File: src/inc/tx_sig_pkg.sv
// constants and register map of the transmit signaling insertion block
// Summary of operation
// E1 CAS alignment byte may come from registers
// E1 enable-1 bit 0 sources upper alignment nibble
// E1 enable-1 bits 1-7 gate channels 1-7
// E1 enable-2 bits 0-7 gate channels 8-15
// E1 enable-3 bit 0 sources lower alignment bits
// E1 enable-3 bits 1-7 gate channels 16-22
// E1 enable-4 bits 0-7 gate channels 23-30
// enable one inserts register signaling, zero passes
// T1 uses three enable registers; fourth ignored
// T1 enable-1 bits gate channels 1-8
// T1 enable-2 bits gate channels 9-16
// T1 enable-3 bits gate channels 17-24
// hardware mode inserts signaling stream into data
// hardware insertion only on selected channels
// insertion works with elastic store on or off
// backplane clock is 1.544 or 2.048 MHz
// software clears common control bit in that case
// source chosen per channel by enable registers
// T1 ESF registers hold one full multiframe
// all enable bits reset to zero
package tx_sig_pkg;
  // register indexes; byte address is four times the index
  localparam logic [5:0] IDX_EN1 = 6'h08;
  localparam logic [5:0] IDX_EN2 = 6'h09;
  localparam logic [5:0] IDX_EN3 = 6'h0a;
  localparam logic [5:0] IDX_EN4 = 6'h0b;
  localparam logic [5:0] IDX_CTRL = 6'h0c;
  localparam logic [5:0] IDX_HWSEL = 6'h0d;
  localparam logic [5:0] IDX_STATUS = 6'h0e;
  localparam logic [7:0] EN_RST = 8'h00;
  localparam logic [3:0] CTRL_RST = 4'h0;
  localparam logic [31:0] HWSEL_RST = 32'h0000_0000;
  // control register fields
  localparam int CTRL_E1 = 0;
  localparam int CTRL_HW = 1;
  localparam int CTRL_ELASTIC = 2;
  localparam int CTRL_CCR = 3;
  // frame geometry
  localparam logic [7:0] T1_LAST_BIT = 8'hc0;
  localparam logic [7:0] E1_LAST_BIT = 8'hff;
  localparam logic [4:0] T1_LAST_FRAME = 5'h17;
  localparam logic [4:0] E1_LAST_FRAME = 5'h0f;
  localparam logic [4:0] E1_SIG_TS = 5'h10;
  localparam logic [4:0] E1_HI_OFFSET = 5'h0e;
  localparam logic [4:0] T1_SIG_GAP = 5'h06;
  localparam logic [4:0] T1_SIG_PHASE = 5'h05;
  localparam logic [2:0] T1_SIG_BIT = 3'h7;
  localparam logic [2:0] NIB_LO_TOP = 3'h3;
  localparam logic [2:0] NIB_HI_TOP = 3'h7;
  localparam logic [1:0] RESP_OKAY = 2'h0;
  localparam logic [1:0] RESP_SLVERR = 2'h2;
endpackage

File: src/inc/tx_sig_reg_if.sv
// register access carrier between the bus slave and the register file
`timescale 1ns/1ps
interface tx_sig_reg_if;
  logic wr_en;
  logic [5:0] wr_idx;
  logic [31:0] wr_data;
  logic [3:0] wr_strb;
  logic wr_hit;
  logic [5:0] rd_idx;
  logic [31:0] rd_data;
  logic rd_hit;
  modport bus (output wr_en, wr_idx, wr_data, wr_strb, rd_idx,
               input wr_hit, rd_data, rd_hit);
  modport regs (input wr_en, wr_idx, wr_data, wr_strb, rd_idx,
                output wr_hit, rd_data, rd_hit);
endinterface

File: src/verilog/pin_sync.sv
// two-stage synchroniser for pins from outside the clock domain
`timescale 1ns/1ps
module pin_sync #(
  parameter int WIDTH = 1
) (
  // clock and reset
  input wire logic clk,
  input wire logic resetn,
  // pins in, synchronised levels out
  input wire logic [WIDTH-1:0] din,
  output logic [WIDTH-1:0] dout
);
  logic [WIDTH-1:0] meta;

  always_ff @(posedge clk) begin
    if (!resetn) begin
      meta <= '0;
      dout <= '0;
    end else begin
      meta <= din;
      dout <= meta;
    end
  end
endmodule

File: src/verilog/axil_reg_slave.sv
// axi4-lite slave front end for the signaling insertion registers
`timescale 1ns/1ps
module axil_reg_slave (
  // clock and reset
  input wire logic aclk,
  input wire logic aresetn,
  // write address and data
  input wire logic [7:0] awaddr,
  input wire logic awvalid,
  output logic awready,
  input wire logic [31:0] wdata,
  input wire logic [3:0] wstrb,
  input wire logic wvalid,
  output logic wready,
  // write response
  output logic [1:0] bresp,
  output logic bvalid,
  input wire logic bready,
  // read address and data
  input wire logic [7:0] araddr,
  input wire logic arvalid,
  output logic arready,
  output logic [31:0] rdata,
  output logic [1:0] rresp,
  output logic rvalid,
  input wire logic rready,
  // register file side
  tx_sig_reg_if.bus rf
);
  logic aw_full;
  logic w_full;

  assign awready = !aw_full && !bvalid;
  assign wready = !w_full && !bvalid;
  assign arready = !rvalid;
  assign rf.rd_idx = araddr[7:2];
  assign rf.wr_en = aw_full && w_full;

  // address and data may arrive in either order; each is held until both
  always_ff @(posedge aclk) begin
    if (!aresetn) begin
      aw_full <= 1'b0;
      w_full <= 1'b0;
      rf.wr_idx <= '0;
      rf.wr_data <= '0;
      rf.wr_strb <= '0;
    end else begin
      if (awvalid && awready) begin
        aw_full <= 1'b1;
        rf.wr_idx <= awaddr[7:2];
      end else if (rf.wr_en) begin
        aw_full <= 1'b0;
      end
      if (wvalid && wready) begin
        w_full <= 1'b1;
        rf.wr_data <= wdata;
        rf.wr_strb <= wstrb;
      end else if (rf.wr_en) begin
        w_full <= 1'b0;
      end
    end
  end

  always_ff @(posedge aclk) begin
    if (!aresetn) begin
      bvalid <= 1'b0;
      bresp <= tx_sig_pkg::RESP_OKAY;
    end else if (rf.wr_en) begin
      bvalid <= 1'b1;
      bresp <= rf.wr_hit ? tx_sig_pkg::RESP_OKAY : tx_sig_pkg::RESP_SLVERR;
    end else if (bready) begin
      bvalid <= 1'b0;
    end
  end

  always_ff @(posedge aclk) begin
    if (!aresetn) begin
      rvalid <= 1'b0;
      rdata <= '0;
      rresp <= tx_sig_pkg::RESP_OKAY;
    end else if (arvalid && arready) begin
      rvalid <= 1'b1;
      rdata <= rf.rd_data;
      rresp <= rf.rd_hit ? tx_sig_pkg::RESP_OKAY : tx_sig_pkg::RESP_SLVERR;
    end else if (rready) begin
      rvalid <= 1'b0;
    end
  end
endmodule

File: src/verilog/tx_signaling_insert_select.sv
// transmit signaling source selection and insertion, with registers
//
// The implementer's own choice: the AXI4-Lite register port.
`timescale 1ns/1ps
module tx_signaling_insert_select (
  // clock and reset
  input wire logic aclk,
  input wire logic aresetn,
  // axi4-lite register bus
  input wire logic [7:0] awaddr,
  input wire logic awvalid,
  output logic awready,
  input wire logic [31:0] wdata,
  input wire logic [3:0] wstrb,
  input wire logic wvalid,
  output logic wready,
  output logic [1:0] bresp,
  output logic bvalid,
  input wire logic bready,
  input wire logic [7:0] araddr,
  input wire logic arvalid,
  output logic arready,
  output logic [31:0] rdata,
  output logic [1:0] rresp,
  output logic rvalid,
  input wire logic rready,
  // transmit signaling registers, byte i at bits 8i+7..8i
  input wire logic [127:0] tx_signaling_regs,
  // backplane pins
  input wire logic tx_backplane_system_clock,
  input wire logic tx_backplane_data_input,
  input wire logic tx_signaling_input,
  input wire logic tx_multiframe_sync,
  // merged stream toward the framer
  output logic tx_data_out,
  output logic tx_sig_inserted
);
  tx_sig_reg_if rf ();

  logic [7:0] sig_insert_enable_1;
  logic [7:0] sig_insert_enable_2;
  logic [7:0] sig_insert_enable_3;
  logic [7:0] sig_insert_enable_4;
  logic [3:0] ctrl;
  logic [31:0] hw_signaling_channel_select;
  logic [3:0] pins;
  logic clk_seen;
  logic bit_edge;
  logic [7:0] bit_cnt;
  logic [4:0] frame_cnt;
  logic locked;
  logic [7:0] pos;
  logic [4:0] fr;
  logic [7:0] last_bit;
  logic [4:0] last_frame;
  logic [7:0] t1_off;
  logic sig_bit;
  logic align;
  logic [4:0] c0;
  logic [1:0] k;
  logic [3:0] reg_idx;
  logic [2:0] bit_sel;
  logic [31:0] en_vec;
  logic sw_bit;
  logic sw_on;
  logic hw_on;
  logic next_data;
  logic e1_mode;
  logic hw_mode;
  logic cfg_conflict;
  logic data_in;
  logic sig_in;
  logic msync;
  logic upper_align_nibble_sel;
  logic lower_align_nibble_sel;

  axil_reg_slave u_bus (
    .aclk(aclk),
    .aresetn(aresetn),
    .awaddr(awaddr),
    .awvalid(awvalid),
    .awready(awready),
    .wdata(wdata),
    .wstrb(wstrb),
    .wvalid(wvalid),
    .wready(wready),
    .bresp(bresp),
    .bvalid(bvalid),
    .bready(bready),
    .araddr(araddr),
    .arvalid(arvalid),
    .arready(arready),
    .rdata(rdata),
    .rresp(rresp),
    .rvalid(rvalid),
    .rready(rready),
    .rf(rf.bus)
  );

  // every backplane pin, clock included, runs two flops before use
  pin_sync #(.WIDTH(4)) u_sync (
    .clk(aclk),
    .resetn(aresetn),
    .din({tx_multiframe_sync, tx_signaling_input,
          tx_backplane_data_input, tx_backplane_system_clock}),
    .dout(pins)
  );

  assign e1_mode = ctrl[tx_sig_pkg::CTRL_E1];
  assign hw_mode = ctrl[tx_sig_pkg::CTRL_HW];
  assign data_in = pins[1];
  assign sig_in = pins[2];
  assign msync = pins[3];
  assign upper_align_nibble_sel = sig_insert_enable_1[0];
  assign lower_align_nibble_sel = sig_insert_enable_3[0];
  // insertion does not depend on the elastic store setting
  // the bad combination is only reported, not corrected
  assign cfg_conflict = ctrl[tx_sig_pkg::CTRL_ELASTIC] && hw_mode &&
                        ctrl[tx_sig_pkg::CTRL_CCR];

  // register writes; strobes gate the byte lanes
  always_ff @(posedge aclk) begin
    if (!aresetn) begin
      sig_insert_enable_1 <= tx_sig_pkg::EN_RST;
      sig_insert_enable_2 <= tx_sig_pkg::EN_RST;
      sig_insert_enable_3 <= tx_sig_pkg::EN_RST;
      sig_insert_enable_4 <= tx_sig_pkg::EN_RST;
      ctrl <= tx_sig_pkg::CTRL_RST;
    end else if (rf.wr_en && rf.wr_strb[0]) begin
      unique case (rf.wr_idx)
        tx_sig_pkg::IDX_EN1: sig_insert_enable_1 <= rf.wr_data[7:0];
        tx_sig_pkg::IDX_EN2: sig_insert_enable_2 <= rf.wr_data[7:0];
        tx_sig_pkg::IDX_EN3: sig_insert_enable_3 <= rf.wr_data[7:0];
        tx_sig_pkg::IDX_EN4: sig_insert_enable_4 <= rf.wr_data[7:0];
        tx_sig_pkg::IDX_CTRL: ctrl <= rf.wr_data[3:0];
        default: ;
      endcase
    end
  end

  always_ff @(posedge aclk) begin
    if (!aresetn) begin
      hw_signaling_channel_select <= tx_sig_pkg::HWSEL_RST;
    end else if (rf.wr_en && rf.wr_idx == tx_sig_pkg::IDX_HWSEL) begin
      for (int i = 0; i < 4; i++) begin
        if (rf.wr_strb[i]) begin
          hw_signaling_channel_select[i*8 +: 8] <= rf.wr_data[i*8 +: 8];
        end
      end
    end
  end

  always_comb begin
    rf.wr_hit = rf.wr_idx inside {tx_sig_pkg::IDX_EN1, tx_sig_pkg::IDX_EN2,
      tx_sig_pkg::IDX_EN3, tx_sig_pkg::IDX_EN4, tx_sig_pkg::IDX_CTRL,
      tx_sig_pkg::IDX_HWSEL};
    rf.rd_hit = 1'b1;
    rf.rd_data = '0;
    unique case (rf.rd_idx)
      tx_sig_pkg::IDX_EN1: rf.rd_data[7:0] = sig_insert_enable_1;
      tx_sig_pkg::IDX_EN2: rf.rd_data[7:0] = sig_insert_enable_2;
      tx_sig_pkg::IDX_EN3: rf.rd_data[7:0] = sig_insert_enable_3;
      tx_sig_pkg::IDX_EN4: rf.rd_data[7:0] = sig_insert_enable_4;
      tx_sig_pkg::IDX_CTRL: rf.rd_data[3:0] = ctrl;
      tx_sig_pkg::IDX_HWSEL: rf.rd_data = hw_signaling_channel_select;
      tx_sig_pkg::IDX_STATUS:
        rf.rd_data[15:0] = {bit_cnt, cfg_conflict, locked, 1'b0, frame_cnt};
      default: rf.rd_hit = 1'b0;
    endcase
  end

  // rising edge of the backplane clock, seen after synchronisation
  always_ff @(posedge aclk) begin
    if (!aresetn) begin
      clk_seen <= 1'b0;
    end else begin
      clk_seen <= pins[0];
    end
  end
  assign bit_edge = pins[0] && !clk_seen;

  // the multiframe sync marks bit 0 of frame 0 in the bit it flags
  assign pos = msync ? '0 : bit_cnt;
  assign fr = msync ? '0 : frame_cnt;
  assign last_bit = e1_mode ? tx_sig_pkg::E1_LAST_BIT
                            : tx_sig_pkg::T1_LAST_BIT;
  assign last_frame = e1_mode ? tx_sig_pkg::E1_LAST_FRAME
                              : tx_sig_pkg::T1_LAST_FRAME;

  always_ff @(posedge aclk) begin
    if (!aresetn) begin
      bit_cnt <= '0;
      frame_cnt <= '0;
      locked <= 1'b0;
    end else if (bit_edge) begin
      if (msync) begin
        locked <= 1'b1;
      end
      if (pos >= last_bit) begin
        bit_cnt <= '0;
        frame_cnt <= (fr >= last_frame) ? '0 : fr + 5'h01;
      end else begin
        bit_cnt <= pos + 8'h01;
        frame_cnt <= fr;
      end
    end
  end

  // locate the signaling bit, its channel and its register bit
  always_comb begin
    sig_bit = 1'b0;
    align = 1'b0;
    c0 = '0;
    k = '0;
    t1_off = pos - 8'h01;
    if (e1_mode) begin
      if (pos[7:3] == tx_sig_pkg::E1_SIG_TS) begin
        if (fr == '0) begin
          align = 1'b1;
        end else begin
          sig_bit = 1'b1;
          k = pos[1:0];
          c0 = pos[2] ? fr + tx_sig_pkg::E1_HI_OFFSET : fr - 5'h01;
        end
      end
    end else if (pos != '0) begin
      // robbed bit: lsb of each channel in every sixth frame
      sig_bit = (t1_off[2:0] == tx_sig_pkg::T1_SIG_BIT) &&
                (fr % tx_sig_pkg::T1_SIG_GAP == tx_sig_pkg::T1_SIG_PHASE);
      c0 = t1_off[7:3];
      k = 2'(fr / tx_sig_pkg::T1_SIG_GAP);
    end
  end

  // channel pairs share a register; odd channels use the low nibble
  always_comb begin
    if (align) begin
      reg_idx = '0;
      bit_sel = tx_sig_pkg::NIB_HI_TOP - pos[2:0];
    end else begin
      reg_idx = e1_mode ? 4'(c0[4:1]) + 4'h1 : 4'(c0[4:1]);
      bit_sel = (c0[0] ? tx_sig_pkg::NIB_HI_TOP : tx_sig_pkg::NIB_LO_TOP)
                - 3'(k);
    end
  end

  // per-channel enable vector indexed by channel minus one
  always_comb begin
    if (e1_mode) begin
      en_vec = {2'h0, sig_insert_enable_4,
                sig_insert_enable_3[7:1],
                sig_insert_enable_2,
                sig_insert_enable_1[7:1]};
    end else begin
      // the fourth register plays no part in T1
      en_vec = {8'h00, sig_insert_enable_3,
                sig_insert_enable_2,
                sig_insert_enable_1};
    end
  end

  assign sw_bit = tx_signaling_regs[{reg_idx, bit_sel}];
  // alignment bits in hardware mode come from the registers or the backplane data, never the stream
  assign sw_on = align ? (pos[2] ? lower_align_nibble_sel
                                 : upper_align_nibble_sel)
                       : sig_bit && en_vec[c0];
  assign hw_on = sig_bit && hw_mode &&
                 hw_signaling_channel_select[c0];
  // register source wins over the hardware stream for a channel
  assign next_data = sw_on ? sw_bit
                   : hw_on ? sig_in
                   : data_in;

  always_ff @(posedge aclk) begin
    if (!aresetn) begin
      tx_data_out <= 1'b0;
      tx_sig_inserted <= 1'b0;
    end else if (bit_edge) begin
      tx_data_out <= next_data;
      tx_sig_inserted <= sw_on || hw_on;
    end
  end

  chk_reset_clear: assert property (@(posedge aclk)
    !aresetn |=> (sig_insert_enable_1 | sig_insert_enable_2 |
                  sig_insert_enable_3 | sig_insert_enable_4) == 8'h00)
    else $error("enable registers not cleared by reset");

  chk_sw_insert: assert property (@(posedge aclk)
    disable iff (!aresetn)
    bit_edge && sig_bit && en_vec[c0] |=> tx_data_out == $past(sw_bit)
      && tx_sig_inserted)
    else $error("register signaling not inserted");

  chk_hw_insert: assert property (@(posedge aclk)
    disable iff (!aresetn)
    bit_edge && sig_bit && !en_vec[c0] && hw_mode &&
      hw_signaling_channel_select[c0] |=> tx_data_out == $past(sig_in))
    else $error("hardware signaling not inserted");

  chk_pass_through: assert property (@(posedge aclk)
    disable iff (!aresetn)
    bit_edge && !align && !(sig_bit && en_vec[c0]) &&
      !(sig_bit && hw_mode && hw_signaling_channel_select[c0])
      |=> tx_data_out == $past(data_in) && !tx_sig_inserted)
    else $error("unselected bit was altered");

  chk_t1_fourth_reg: assert property (@(posedge aclk)
    disable iff (!aresetn)
    !e1_mode |-> en_vec[31:24] == 8'h00)
    else $error("fourth enable register used in T1");

  chk_upper_align: assert property (@(posedge aclk)
    disable iff (!aresetn)
    bit_edge && e1_mode && align && !pos[2] && upper_align_nibble_sel
      |=> tx_data_out == $past(tx_signaling_regs[7 - pos[2:0]]))
    else $error("upper alignment nibble not from first register");

  chk_lower_align: assert property (@(posedge aclk)
    disable iff (!aresetn)
    bit_edge && e1_mode && align && pos[2] && !lower_align_nibble_sel
      |=> tx_data_out == $past(data_in))
    else $error("lower alignment bits taken without enable");

  chk_t1_sig_frame: assert property (@(posedge aclk)
    disable iff (!aresetn)
    !e1_mode && sig_bit |-> fr inside {5'h05, 5'h0b, 5'h11, 5'h17}
      && pos[2:0] == 3'h0)
    else $error("T1 signaling bit outside a signaling frame");

  chk_en1_write: assert property (@(posedge aclk)
    disable iff (!aresetn)
    rf.wr_en && rf.wr_strb[0] && rf.wr_idx == tx_sig_pkg::IDX_EN1
      |=> sig_insert_enable_1 == $past(rf.wr_data[7:0]) && bvalid)
    else $error("first enable register not written");

  cov_sw_insert: cover property (@(posedge aclk)
    bit_edge && sw_on && !align);
  cov_hw_insert: cover property (@(posedge aclk)
    bit_edge && hw_on && !sw_on);
  cov_align: cover property (@(posedge aclk)
    bit_edge && align && sw_on);
  cov_t1_wrap: cover property (@(posedge aclk)
    bit_edge && !e1_mode && fr == tx_sig_pkg::T1_LAST_FRAME &&
    pos == tx_sig_pkg::T1_LAST_BIT);
endmodule

File: config.mk
export PLATFORM = sky130hd
export DESIGN_NAME = tx_signaling_insert_select
export DESIGN_NICKNAME = d
export VERILOG_FILES = /design/src/inc/tx_sig_pkg.sv /design/src/inc/tx_sig_reg_if.sv /design/src/verilog/pin_sync.sv /design/src/verilog/axil_reg_slave.sv /design/src/verilog/tx_signaling_insert_select.sv
export SDC_FILE = /design/constraint.sdc
export NUM_CORES = 1
export LEC_CHECK = 0
export ABC_AREA = 1
export BUFFER_PORTS_ARGS = -buffer_cell sky130_fd_sc_hd__buf_2
export CORE_ASPECT_RATIO = 0.8
export CORE_MARGIN = 4
export CORE_UTILIZATION = 41
export DETAILED_ROUTE_END_ITERATION = 16
export GPL_ROUTABILITY_DRIVEN = 0
export SYNTH_ARGS = -nofsm -noshare
export SYNTH_HDL_FRONTEND = slang
export SYNTH_SLANG_ARGS = --single-unit
export TNS_END_PERCENT = 20
File: constraint.sdc
create_clock -name aclk -period 7.05 [get_ports aclk]
set_input_delay 1.0575 -clock aclk [delete_from_list [all_inputs] [get_ports aclk]]
set_output_delay 1.0575 -clock aclk [all_outputs]
set_load 0.1 [all_outputs]
# Yosys cells after proc, flatten, opt, wreduce, memory -nomap -nowiden
# Index checks and enable logic that the tools add are counted.
# word_totals
register_bits	175
output_inout_bits	43
word_cells	148
input_bits	191
# op_classes
mux	52
reduce_logical	39
magnitude_cmp	4
n_eq_ne	16
n_div	2
add_sub_neg	8
# ops
op	n
$eq A6 B4 Y1 const B	13
$mux W5	9
$mux W30	1
$pmux W4 S7	1
$pmux W4 S6	1
$mux W1	22
$reduce_and A2 Y1	10
$mux W16	1
$mux W8	2
$pmux W8 S2	1
$logic_and A1 B1 Y1	15
$mux W2	6
$bmux W1 S5	2
$add A8 B1 Y8 const B	1
$ge A8 B8 Y1	1
$lt A7 B8 Y1 const B	1
$mux W4	2
$reduce_bool A2 Y1	4
$reduce_bool A8 Y1	1
$sub A8 B1 Y8 const B	1
$bmux W1 S7	1
$reduce_or A7 Y1	1
$lt A5 B6 Y1 const B	1
$mux W3	2
17 further kinds	21

# Longest topological paths before layout
# Gate-level depths: netlist (run 1).
# logic_depth
depth_word	12
depth_mapped	28
depth_no_buf	26

# By module
# A second synthesis (run 1) with hierarchy kept.
# unflattened
cells_unflattened	1739
area_unflattened_um2	11023.1
# modules_own_cells
mod	area_per_inst_um2	n_inst	cells_per_inst	seq_area_each_um2
tx_signaling_insert_select	7505.9	1	1256	1701.6
axil_reg_slave	3291.9	1	458	1601.5
pin_sync	225.2	1	25	160.2

# Worst setup path after synthesis (run 1)
# Ideal clock, no wire load.
# synth_path
path_type	reg-to-output
start	reg u_bus.bvalid
end	out awready
arrival_time_ns	2.094
setup_slack_ns	3.898
path_buffers	0
path_stages_with_launch	2
required_ns	5.992
cell_sequence	dfxtp_1 nor2_1
# synth_via
elab_chain_cells	2
# synth_lines
item	line	rtl
from (decl)	axil_reg_slave.sv:17	output logic bvalid,
from (signal assigned)	axil_reg_slave.sv:66	bvalid <= 1'b0;
from (signal assigned)	axil_reg_slave.sv:69	bvalid <= 1'b1;
from (signal assigned)	axil_reg_slave.sv:72	bvalid <= 1'b0;
$logic_not A1 Y1	axil_reg_slave.sv:33	assign awready = !aw_full && !bvalid;
$logic_and A1 B1 Y1	axil_reg_slave.sv:33	
to (decl)	tx_signaling_insert_select.sv:12	output logic awready,
# Every way passes these cells.

# Final worst setup path (run 1)
# layout_path
start	reg u_sync.dout[3]
end	reg tx_data_out
# layout_via
elab_chain_cells	12
word_cells_on_any_way	49
classes_between	add/sub: 6; div: 2; eq/ne: 3; mux: 32; reduce/logical: 6
# layout_lines
item	line	rtl
from (decl)	pin_sync.sv:11	output logic [WIDTH-1:0] dout
from (signal assigned)	pin_sync.sv:21	dout <= meta;
parallel branches: the longest is 11 deep, another holds $div A5 B3 Y5	-	
$mux W1 *	tx_signaling_insert_select.sv:270	assign next_data = sw_on ? sw_bit
to (signal assigned)	tx_signaling_insert_select.sv:279	tx_data_out <= next_data;
to (decl)	tx_signaling_insert_select.sv:35	output logic tx_data_out,
# Every way passes the cells marked *. The select of a mux whose other input is x is not followed.
# A chain may end at the register's enable or synchronous reset.

==> summary.txt, run 1 <==
run status = finished, final reports clean
Synth top area share = 33.9%
number of iterations in the first detailed-routing pass = 7
setup tns final = 0 ps
count of buffers added by post-CTS timing repair for setup = 0
CTS Hold Buffers Added = 0
share of the yosys chip area belonging to registers = 33.9%
average routed wire per standard cell = 16.2 µm
number of buffers inserted during clock tree synthesis = 17
P_leak = 5.54 nW
RSZ-0062 raised after global routing = no
library cell occupying the most area in the post-synthesis netlist = sky130_fd_sc_hd__dfxtp_1
remaining number of nets flagged by the antenna check after routing = 0
Die Footprint = 27500 µm²
critical path startpoint category = flop
clock-pin slew of the registers on the worst-case setup and hold paths = 70 ps
Chip Height = 149 µm
busiest layer in global routing = met2
leading cell types by total area after synthesis = sky130_fd_sc_hd__dfxtp_1 (34%), sky130_fd_sc_hd__nand2_1 (12%), sky130_fd_sc_hd__nand3_1 (8.8%)
arrival time at the worst endpoint = 5400 ps
Critical path buffers and inverters = 5
cell depth of the worst flop-to-flop path = 26
Setup Crit Path Kind = reg2reg
Detailed Route Iter0 Violations = 886
Max IR drop VDD = 0.155 mV
fraction of met2 tracks used by global routing = 36.5%
via count normalized by instance count = 5.29
R2R Setup Slk = 2020 ps
synthesized instance count = 1606
most used cells in the layout excluding fill and tap cells = sky130_fd_sc_hd__nand2_1 (318), sky130_fd_sc_hd__buf_2 (226), sky130_fd_sc_hd__nor2_1 (214)
Cell variety after synth = 45
maximum operating frequency = 199 MHz
site row count = 51
number of placed cells counting well taps = 2074
GRT Total Usage = 23.8%
setup violators final = 0
mean instance size in the synthesized netlist = 6.37 µm²
Hold Path Origin = u_sync.meta[1]
RR Startpoint = u_sync.dout[3]
diodes inserted = 0
worst reg2reg endpoint = tx_data_out
Finished Layout Cells = 2106
cell type with the highest occurrence count on the critical path = sky130_fd_sc_hd__nand3_1
Synthesis Warnings = 0
maximum fanout encountered on the critical timing path = 58
die width = 185 µm
nets@finish = 1985
Final Max Tran Viols = 0
number of flip-flops and latches in the synthesized netlist = 173
Min-Delay Path Class = reg2reg
insertion delay to the later sink of the worst-skew pair = 430 ps
cell class contributing the biggest share of worst-path delay = simple AND/OR/NAND/NOR gates
number of instances resized during post-cts repair = 0
met3 usage in global routing = 3.80%
grt met1 use = 35.1%
Port-buffer cells = 227
capturing element type of the critical path = flop
post-synth design cell area = 10200 µm²
relative max-transition margin = 21.1%
maximum cell stage delay along the critical path = 680 ps
via count of the first global-routing pass = 9988
level count of the clock H-tree = 4
Hold Path Sink = u_sync.dout[1]
ratio of cells with drive above 1 in the final layout = 17.1%
CTS tree = yes
Crit path required time = 7420 ps
area delta synth->final = 17.4%
CORE AREA = 24400 µm²
max-capacitance violation count = 0
share of the clock period used by the worst path after layout = 71.4%
actual slew at the worst max-slew pin = 1180 ps
number of antenna violations at the first check in global routing = 0
slowest cell on the critical path = sky130_fd_sc_hd__dfxtp_1
commonest non-fill, non-tap cell in the layout = sky130_fd_sc_hd__nand2_1
DRC violations left = 0
Longest Clk Path Bufs = 2
number of enable-type register cells in the synthesized netlist = 0
DR vias = 11140
WHS Path Cells = 2
ys async rst share = 0%
aggregate global routing overflow = 0
Main synth FF type = sky130_fd_sc_hd__dfxtp_1
total power of the final layout = 2.51 mW
CTS root buffer = sky130_fd_sc_hd__clkbuf_16
effective utilization at floorplan = 41.8%
I/O pin count = 234
global-route wire length before repair = 53100 µm
minimum period implied by the final worst setup slack = 5030 ps
fill cell instance count of the final layout = 2600
largest net degree at the start of global routing = 91
total routed wirelength = 34000 µm
hpwl dp = 24900 µm
Final Hold Vio Count = 0
worst clock skew on the final layout = 12.2 ps
Clock Sink Count = 173
power per unit of standard cell area = 209 nW/µm²
-- routing by layer --
layer	up-vias	share of wire, %	wire (µm)
met4	0	1.6	547
li1	5613	-	-
met5	-	0	0
met2	387	44	14900
met1	5102	47	15900
met3	38	7.7	2620
-- tightest hold or removal path: stages (launching register included) --
cell,delay (ps)
sky130_fd_sc_hd__dfxtp_1,310
sky130_fd_sc_hd__nand2_1,40
sky130_fd_sc_hd__inv_1,40
-- cells in the mapped netlist (2+ instances only) --
library cell                count
sky130_fd_sc_hd__buf_4          4
sky130_fd_sc_hd__o211ai_1      25
sky130_fd_sc_hd__xor2_1         8
sky130_fd_sc_hd__clkinv_1       5
sky130_fd_sc_hd__o2111ai_1      2
sky130_fd_sc_hd__o21a_1         2
sky130_fd_sc_hd__nor2_4         3
sky130_fd_sc_hd__a21oi_1      113
sky130_fd_sc_hd__nand4_1        8
sky130_fd_sc_hd__nand3_2        2
sky130_fd_sc_hd__nand2_4        2
sky130_fd_sc_hd__nand2_1      320
sky130_fd_sc_hd__dfxtp_1      173
sky130_fd_sc_hd__nand3_1      180
sky130_fd_sc_hd__o21ai_0      165
sky130_fd_sc_hd__o22ai_1        6
sky130_fd_sc_hd__o221ai_1      11
sky130_fd_sc_hd__a41oi_1        3
sky130_fd_sc_hd__a211oi_1       2
sky130_fd_sc_hd__nor2_1       214
sky130_fd_sc_hd__buf_1          5
sky130_fd_sc_hd__nor2_2         4
sky130_fd_sc_hd__buf_6          6
sky130_fd_sc_hd__inv_1        175
sky130_fd_sc_hd__nor3_1         9
sky130_fd_sc_hd__o21ai_1        7
sky130_fd_sc_hd__ha_1          19
sky130_fd_sc_hd__a221oi_1       6
sky130_fd_sc_hd__inv_2          6
sky130_fd_sc_hd__nand2_2        9
sky130_fd_sc_hd__clkbuf_1      53
sky130_fd_sc_hd__nand3b_1      21
sky130_fd_sc_hd__buf_2         20
sky130_fd_sc_hd__a22oi_1        3
sky130_fd_sc_hd__a31oi_1        5
-- stage by stage --
step                instance area (µm²)  util, %  hold WS, ps  worst slack [ps]
finish                            12000     49.1          414              2020
detailed placement                11400     46.8          400              2130
global placement                  11400     46.8          395              2160
CTS                               12000     49.1          418              2090
global route                      12000     49.1          438              1500
floorplan                         10200        -          390              3900
-- state kept, by name, indices dropped and copies added, names as in the netlist, 5 cells and up --
signal                       count
bit_cnt                          8
frame_cnt                        5
hw_signaling_channel_select     32
sig_insert_enable_1              8
sig_insert_enable_2              8
sig_insert_enable_3              8
sig_insert_enable_4              8
u_bus.rdata                     32
u_bus.rf.wr_data                32
u_bus.rf.wr_idx                  6
-- area by class of cell --
type / count / area, µm² / share of cell area [%]
inverters: 188 / 716 / 5.96
multi-input cells: 1158 / 5640 / 47.0
flip-flops and latches: 173 / 3460 / 28.8
clock inverters: 13 / 123 / 1.02
repair buffers: 237 / 1210 / 10.1
clock buffers: 19 / 453 / 3.77
well taps: 318 / 398 / 3.31
-- report_power, final --
group	total [mW]	switching [mW]	internal, mW
clock network	0.925	0.440	0.486
logic	0.535	0.382	0.153
registers	1.05	0.0313	1.02
total	2.51	0.853	1.66
-- worst max path at each step --
stage | cells after the start | startpoint | end
2_1_floorplan | 1 | u_bus.bvalid | awready
3_3_place_gp | 26 | u_sync.dout[3] | tx_data_out
3_5_place_dp | 26 | u_sync.dout[3] | tx_data_out
4_1_cts | 26 | u_sync.dout[3] | tx_data_out
5_1_grt | 26 | u_sync.dout[3] | tx_data_out
6_report | 26 | u_sync.dout[3] | tx_data_out
-- cells by family (layout without fill, tap and decap cells) --
logic type	after synthesis	after routing	synth area share, %
AND/OR/NAND/NOR	775	775	32.8
AO/OA/AOI/OAI	352	352	19.1
XOR/XNOR	9	9	0.771
flip-flops	173	173	33.9
adder cells (fa/ha/maj)	19	19	2.32
buffers and inverters	276	457	11.1
other	1	2	0.0367
multiplexers	1	1	0.0979
Note: power is estimated with default switching activity, not from simulation.
==> inputs of run 2 (changes only) <==
- ABC_AREA: 1 -> 0
- PLACE_DENSITY: not set -> 0.66
- clock period: 7.05 -> 4.2 ns (I/O delays scaled with it)
==> run 2 against run 1 <==
  * Largest power group unchanged
  * First-iteration DRC count is 16% lower
  * Via count is 13% lower
  * Total power is 53% higher
  * Utilization is 0.85 points higher
  * Combinational power is 3% lower
  * Sequential cell count stayed put
  * Clock power is 72% higher
==> summary.txt, run 2 <==
Chip Height = 151 µm (+1.3%)
I/O pin count = 234 (unchanged)
DR vias = 9739 (-13%)
global-route wire length before repair = 48800 µm (-8.1%)
Crit path required time = 4540 ps (-2880 ps)
capturing element type of the critical path = flop
Critical path buffers and inverters = 3 (-2)
Clock Sink Count = 173 (unchanged)
leading cell types by total area after synthesis = sky130_fd_sc_hd__dfxtp_1 (33%), sky130_fd_sc_hd__mux2i_1 (12%), sky130_fd_sc_hd__nand2_1 (8.0%)
maximum fanout encountered on the critical timing path = 14 (-76%)
Final Hold Vio Count = 0 (unchanged)
average routed wire per standard cell = 17.5 µm (+8.3%)
number of iterations in the first detailed-routing pass = 5 (-2)
arrival time at the worst endpoint = 4390 ps (-1010 ps)
ys async rst share = 0% (unchanged)
setup violators final = 0 (unchanged)
synthesized instance count = 1250 (-22%)
effective utilization at floorplan = 41.6% (-0.21 points)
share of the yosys chip area belonging to registers = 33.0% (-0.91 points)
insertion delay to the later sink of the worst-skew pair = 430 ps (about the same)
power per unit of standard cell area = 304 nW/µm² (+45%)
Port-buffer cells = 227 (unchanged)
worst clock skew on the final layout = 14.9 ps (+2.71 ps)
P_leak = 5.56 nW (+0.38%)
Final Max Tran Viols = 0 (unchanged)
Max IR drop VDD = 0.255 mV (+65%)
aggregate global routing overflow = 0 (unchanged)
hpwl dp = 23600 µm (-5.2%)
Main synth FF type = sky130_fd_sc_hd__dfxtp_1
nets@finish = 1661 (-16%)
CTS tree = yes
die width = 187 µm (+1.3%)
remaining number of nets flagged by the antenna check after routing = 0 (unchanged)
CTS Hold Buffers Added = 0 (unchanged)
Min-Delay Path Class = in2reg
most common cell in the synthesized netlist = sky130_fd_sc_hd__nand2_1
GRT Total Usage = 21.1% (-2.7 points)
mean instance size in the synthesized netlist = 8.41 µm² (+32%)
library cell occupying the most area in the post-synthesis netlist = sky130_fd_sc_hd__dfxtp_1
Die Footprint = 28300 µm² (+2.6%)
minimum period implied by the final worst setup slack = 4050 ps (-984 ps)
CORE AREA = 25200 µm² (+3.3%)
most used cells in the layout excluding fill and tap cells = sky130_fd_sc_hd__buf_2 (226), sky130_fd_sc_hd__nand2_1 (225), sky130_fd_sc_hd__dfxtp_1 (173)
diodes inserted = 0 (unchanged)
Synthesis Warnings = 0 (unchanged)
Detailed Route Iter0 Violations = 747 (-16%)
critical path startpoint category = flop
share of the clock period used by the worst path after layout = 96.4% (+25 points)
run status = finished, final reports clean
relative max-transition margin = 28.0% (+6.9 points)
clock-pin slew of the registers on the worst-case setup and hold paths = 70 ps (about the same)
site row count = 52 (+2.0%)
R2R Setup Slk = 150 ps (-1870 ps)
CTS root buffer = sky130_fd_sc_hd__clkbuf_16
utilization after layout = 50.0% (+0.85 points)
largest registers = hw_signaling_channel_select (32), u_bus.rdata (32), u_bus.rf.wr_data (32)
number of enable-type register cells in the synthesized netlist = 0 (unchanged)
number of buffers inserted during clock tree synthesis = 17 (unchanged)
commonest cells in the synthesized netlist = sky130_fd_sc_hd__nand2_1 (225), sky130_fd_sc_hd__dfxtp_1 (173), sky130_fd_sc_hd__mux2i_1 (129), sky130_fd_sc_hd__nor2b_1 (93), sky130_fd_sc_hd__a21boi_0 (59)
number of antenna violations at the first check in global routing = 0 (unchanged)
post-synth design cell area = 10500 µm² (+2.8%)
CP cell instances = inv_1, nand2_1, ha_4, or3b_4, o31ai_4, o31ai_4, buf_4, buf_4, mux2i_1, mux2i_1, a311oi_1, a21boi_1, o311a_1, nor4_4, o31a_1, o41ai_2
maximum operating frequency = 247 MHz (+24%)
setup tns final = 0 ps (unchanged)
via count of the first global-routing pass = 9076 (-9.1%)
RSZ-0062 raised after global routing = no
DRC violations left = 0 (unchanged)
ratio of cells with drive above 1 in the final layout = 24.8% (+7.7 points)
area delta synth->final = 20.1%
commonest non-fill, non-tap cell in the layout = sky130_fd_sc_hd__buf_2
cell class contributing the biggest share of worst-path delay = compound AO/OA/AOI/OAI gates
Longest Clk Path Bufs = 2 (unchanged)
via count normalized by instance count = 5.45 (+3.0%)
total routed wirelength = 31300 µm (-8.1%)
slowest cell on the critical path = sky130_fd_sc_hd__o31ai_4
Synth top area share = 33.0% (-0.91 points)
max-capacitance violation count = 0 (unchanged)
level count of the clock H-tree = 4 (unchanged)
Setup Crit Path Kind = reg2reg
Cell variety after synth = 86 (+91%)
actual slew at the worst max-slew pin = 1080 ps (-108 ps)
number of flip-flops and latches in the synthesized netlist = 173 (unchanged)
maximum cell stage delay along the critical path = 870 ps (+190 ps)
largest net degree at the start of global routing = 130 (+43%)
==> run 2: cell types whose count changed after synthesis, sizes merged, moves of 105 or more <==
cell	previous run	this run
o21ai	173	39
mux2i	1	129
nand2	331	226
nor2	221	59
nand3	183	55
inv	183	22
==> run 2: layout make-up <==
cell class / count / area [µm²]
clock buffers: 18 / 429
inverters: 23 / 86.3
well taps: 324 / 405
clock inverters: 14 / 169
multi-input cells: 963 / 6560
fillers: 2422 / 12600
flip-flops and latches: 173 / 3460
repair buffers: 273 / 1510
==> run 2: path summary, 6_finish.rpt <==
kind	startpoint	endpoint	cells past startpoint
setup / recovery	u_sync.dout[3]	tx_data_out	16
hold / removal	tx_backplane_data_input	u_sync.meta[1]	2
setup reg to reg	u_sync.dout[3]	tx_data_out	16
hold reg to reg	u_sync.meta[2]	u_sync.dout[2]	1
==> run 2: what timing repair did <==
item | in CTS | in global routing
buffers inserted | 0 | 0
setup endpoints to repair | 0 | 2
endpoints found under the hold margin | 0 | 0
resized for setup | 0 | 8
==> run 2: worst register-to-register path: stages (launching register included) <==
cell,delay (ps)
sky130_fd_sc_hd__dfxtp_1,350
sky130_fd_sc_hd__inv_1,120
sky130_fd_sc_hd__nand2_1,160
sky130_fd_sc_hd__ha_4,220
sky130_fd_sc_hd__or3b_4,260
sky130_fd_sc_hd__o31ai_4,80
sky130_fd_sc_hd__o31ai_4,870
sky130_fd_sc_hd__buf_4,320
sky130_fd_sc_hd__buf_4,150
sky130_fd_sc_hd__mux2i_1,190
sky130_fd_sc_hd__mux2i_1,100
sky130_fd_sc_hd__a311oi_1,290
sky130_fd_sc_hd__a21boi_1,200
sky130_fd_sc_hd__o311a_1,220
sky130_fd_sc_hd__nor4_4,70
sky130_fd_sc_hd__o31a_1,300
sky130_fd_sc_hd__o41ai_2,50
==> run 2: per-stage QoR <==
| step | instance area (µm²) | hold WS (ps) | instances | power [mW] | setup WS [ps] |
|---|---|---|---|---|---|
| after floorplan | 10500 | 412 | 1251 | 2.09 | 203 |
| after global placement | 12000 | 419 | 1756 | 2.27 | 264 |
| after detailed placement | 12000 | 423 | 1756 | 2.27 | 193 |
| after CTS | 12600 | 381 | 1788 | 3.86 | 175 |
| after global routing | 12600 | 396 | 1788 | 3.98 | 1.82 |
| final | 12600 | 394 | 1788 | 3.83 | 153 |
==> run 2: metal layers <==
layer / global-route usage (%) / routed length [µm] / up-vias
met5: 0 / 0 / -
met4: 4.77 / 416 / 0
met3: 3.46 / 1820 / 42
met2: 32.0 / 14000 / 293
met1: 31.7 / 15000 / 4583
li1: - / - / 4821
==> run 2: where the power goes <==
part           internal (mW)  switching [mW]
clock network          0.853           0.741
logic                  0.198           0.321
registers               1.68          0.0372
total                   2.73            1.10
==> run 2: logic make-up after synthesis <==
family          after synthesis  synth area share (%)
other cells                   1                0.0357
mux                         153                  16.3
buf+inv                     115                  5.16
compound gates              238                  16.5
xor+xnor                      8                 0.667
fa+ha+maj                    20                  2.36
simple gates                542                  26.1
flops                       173                  33.0
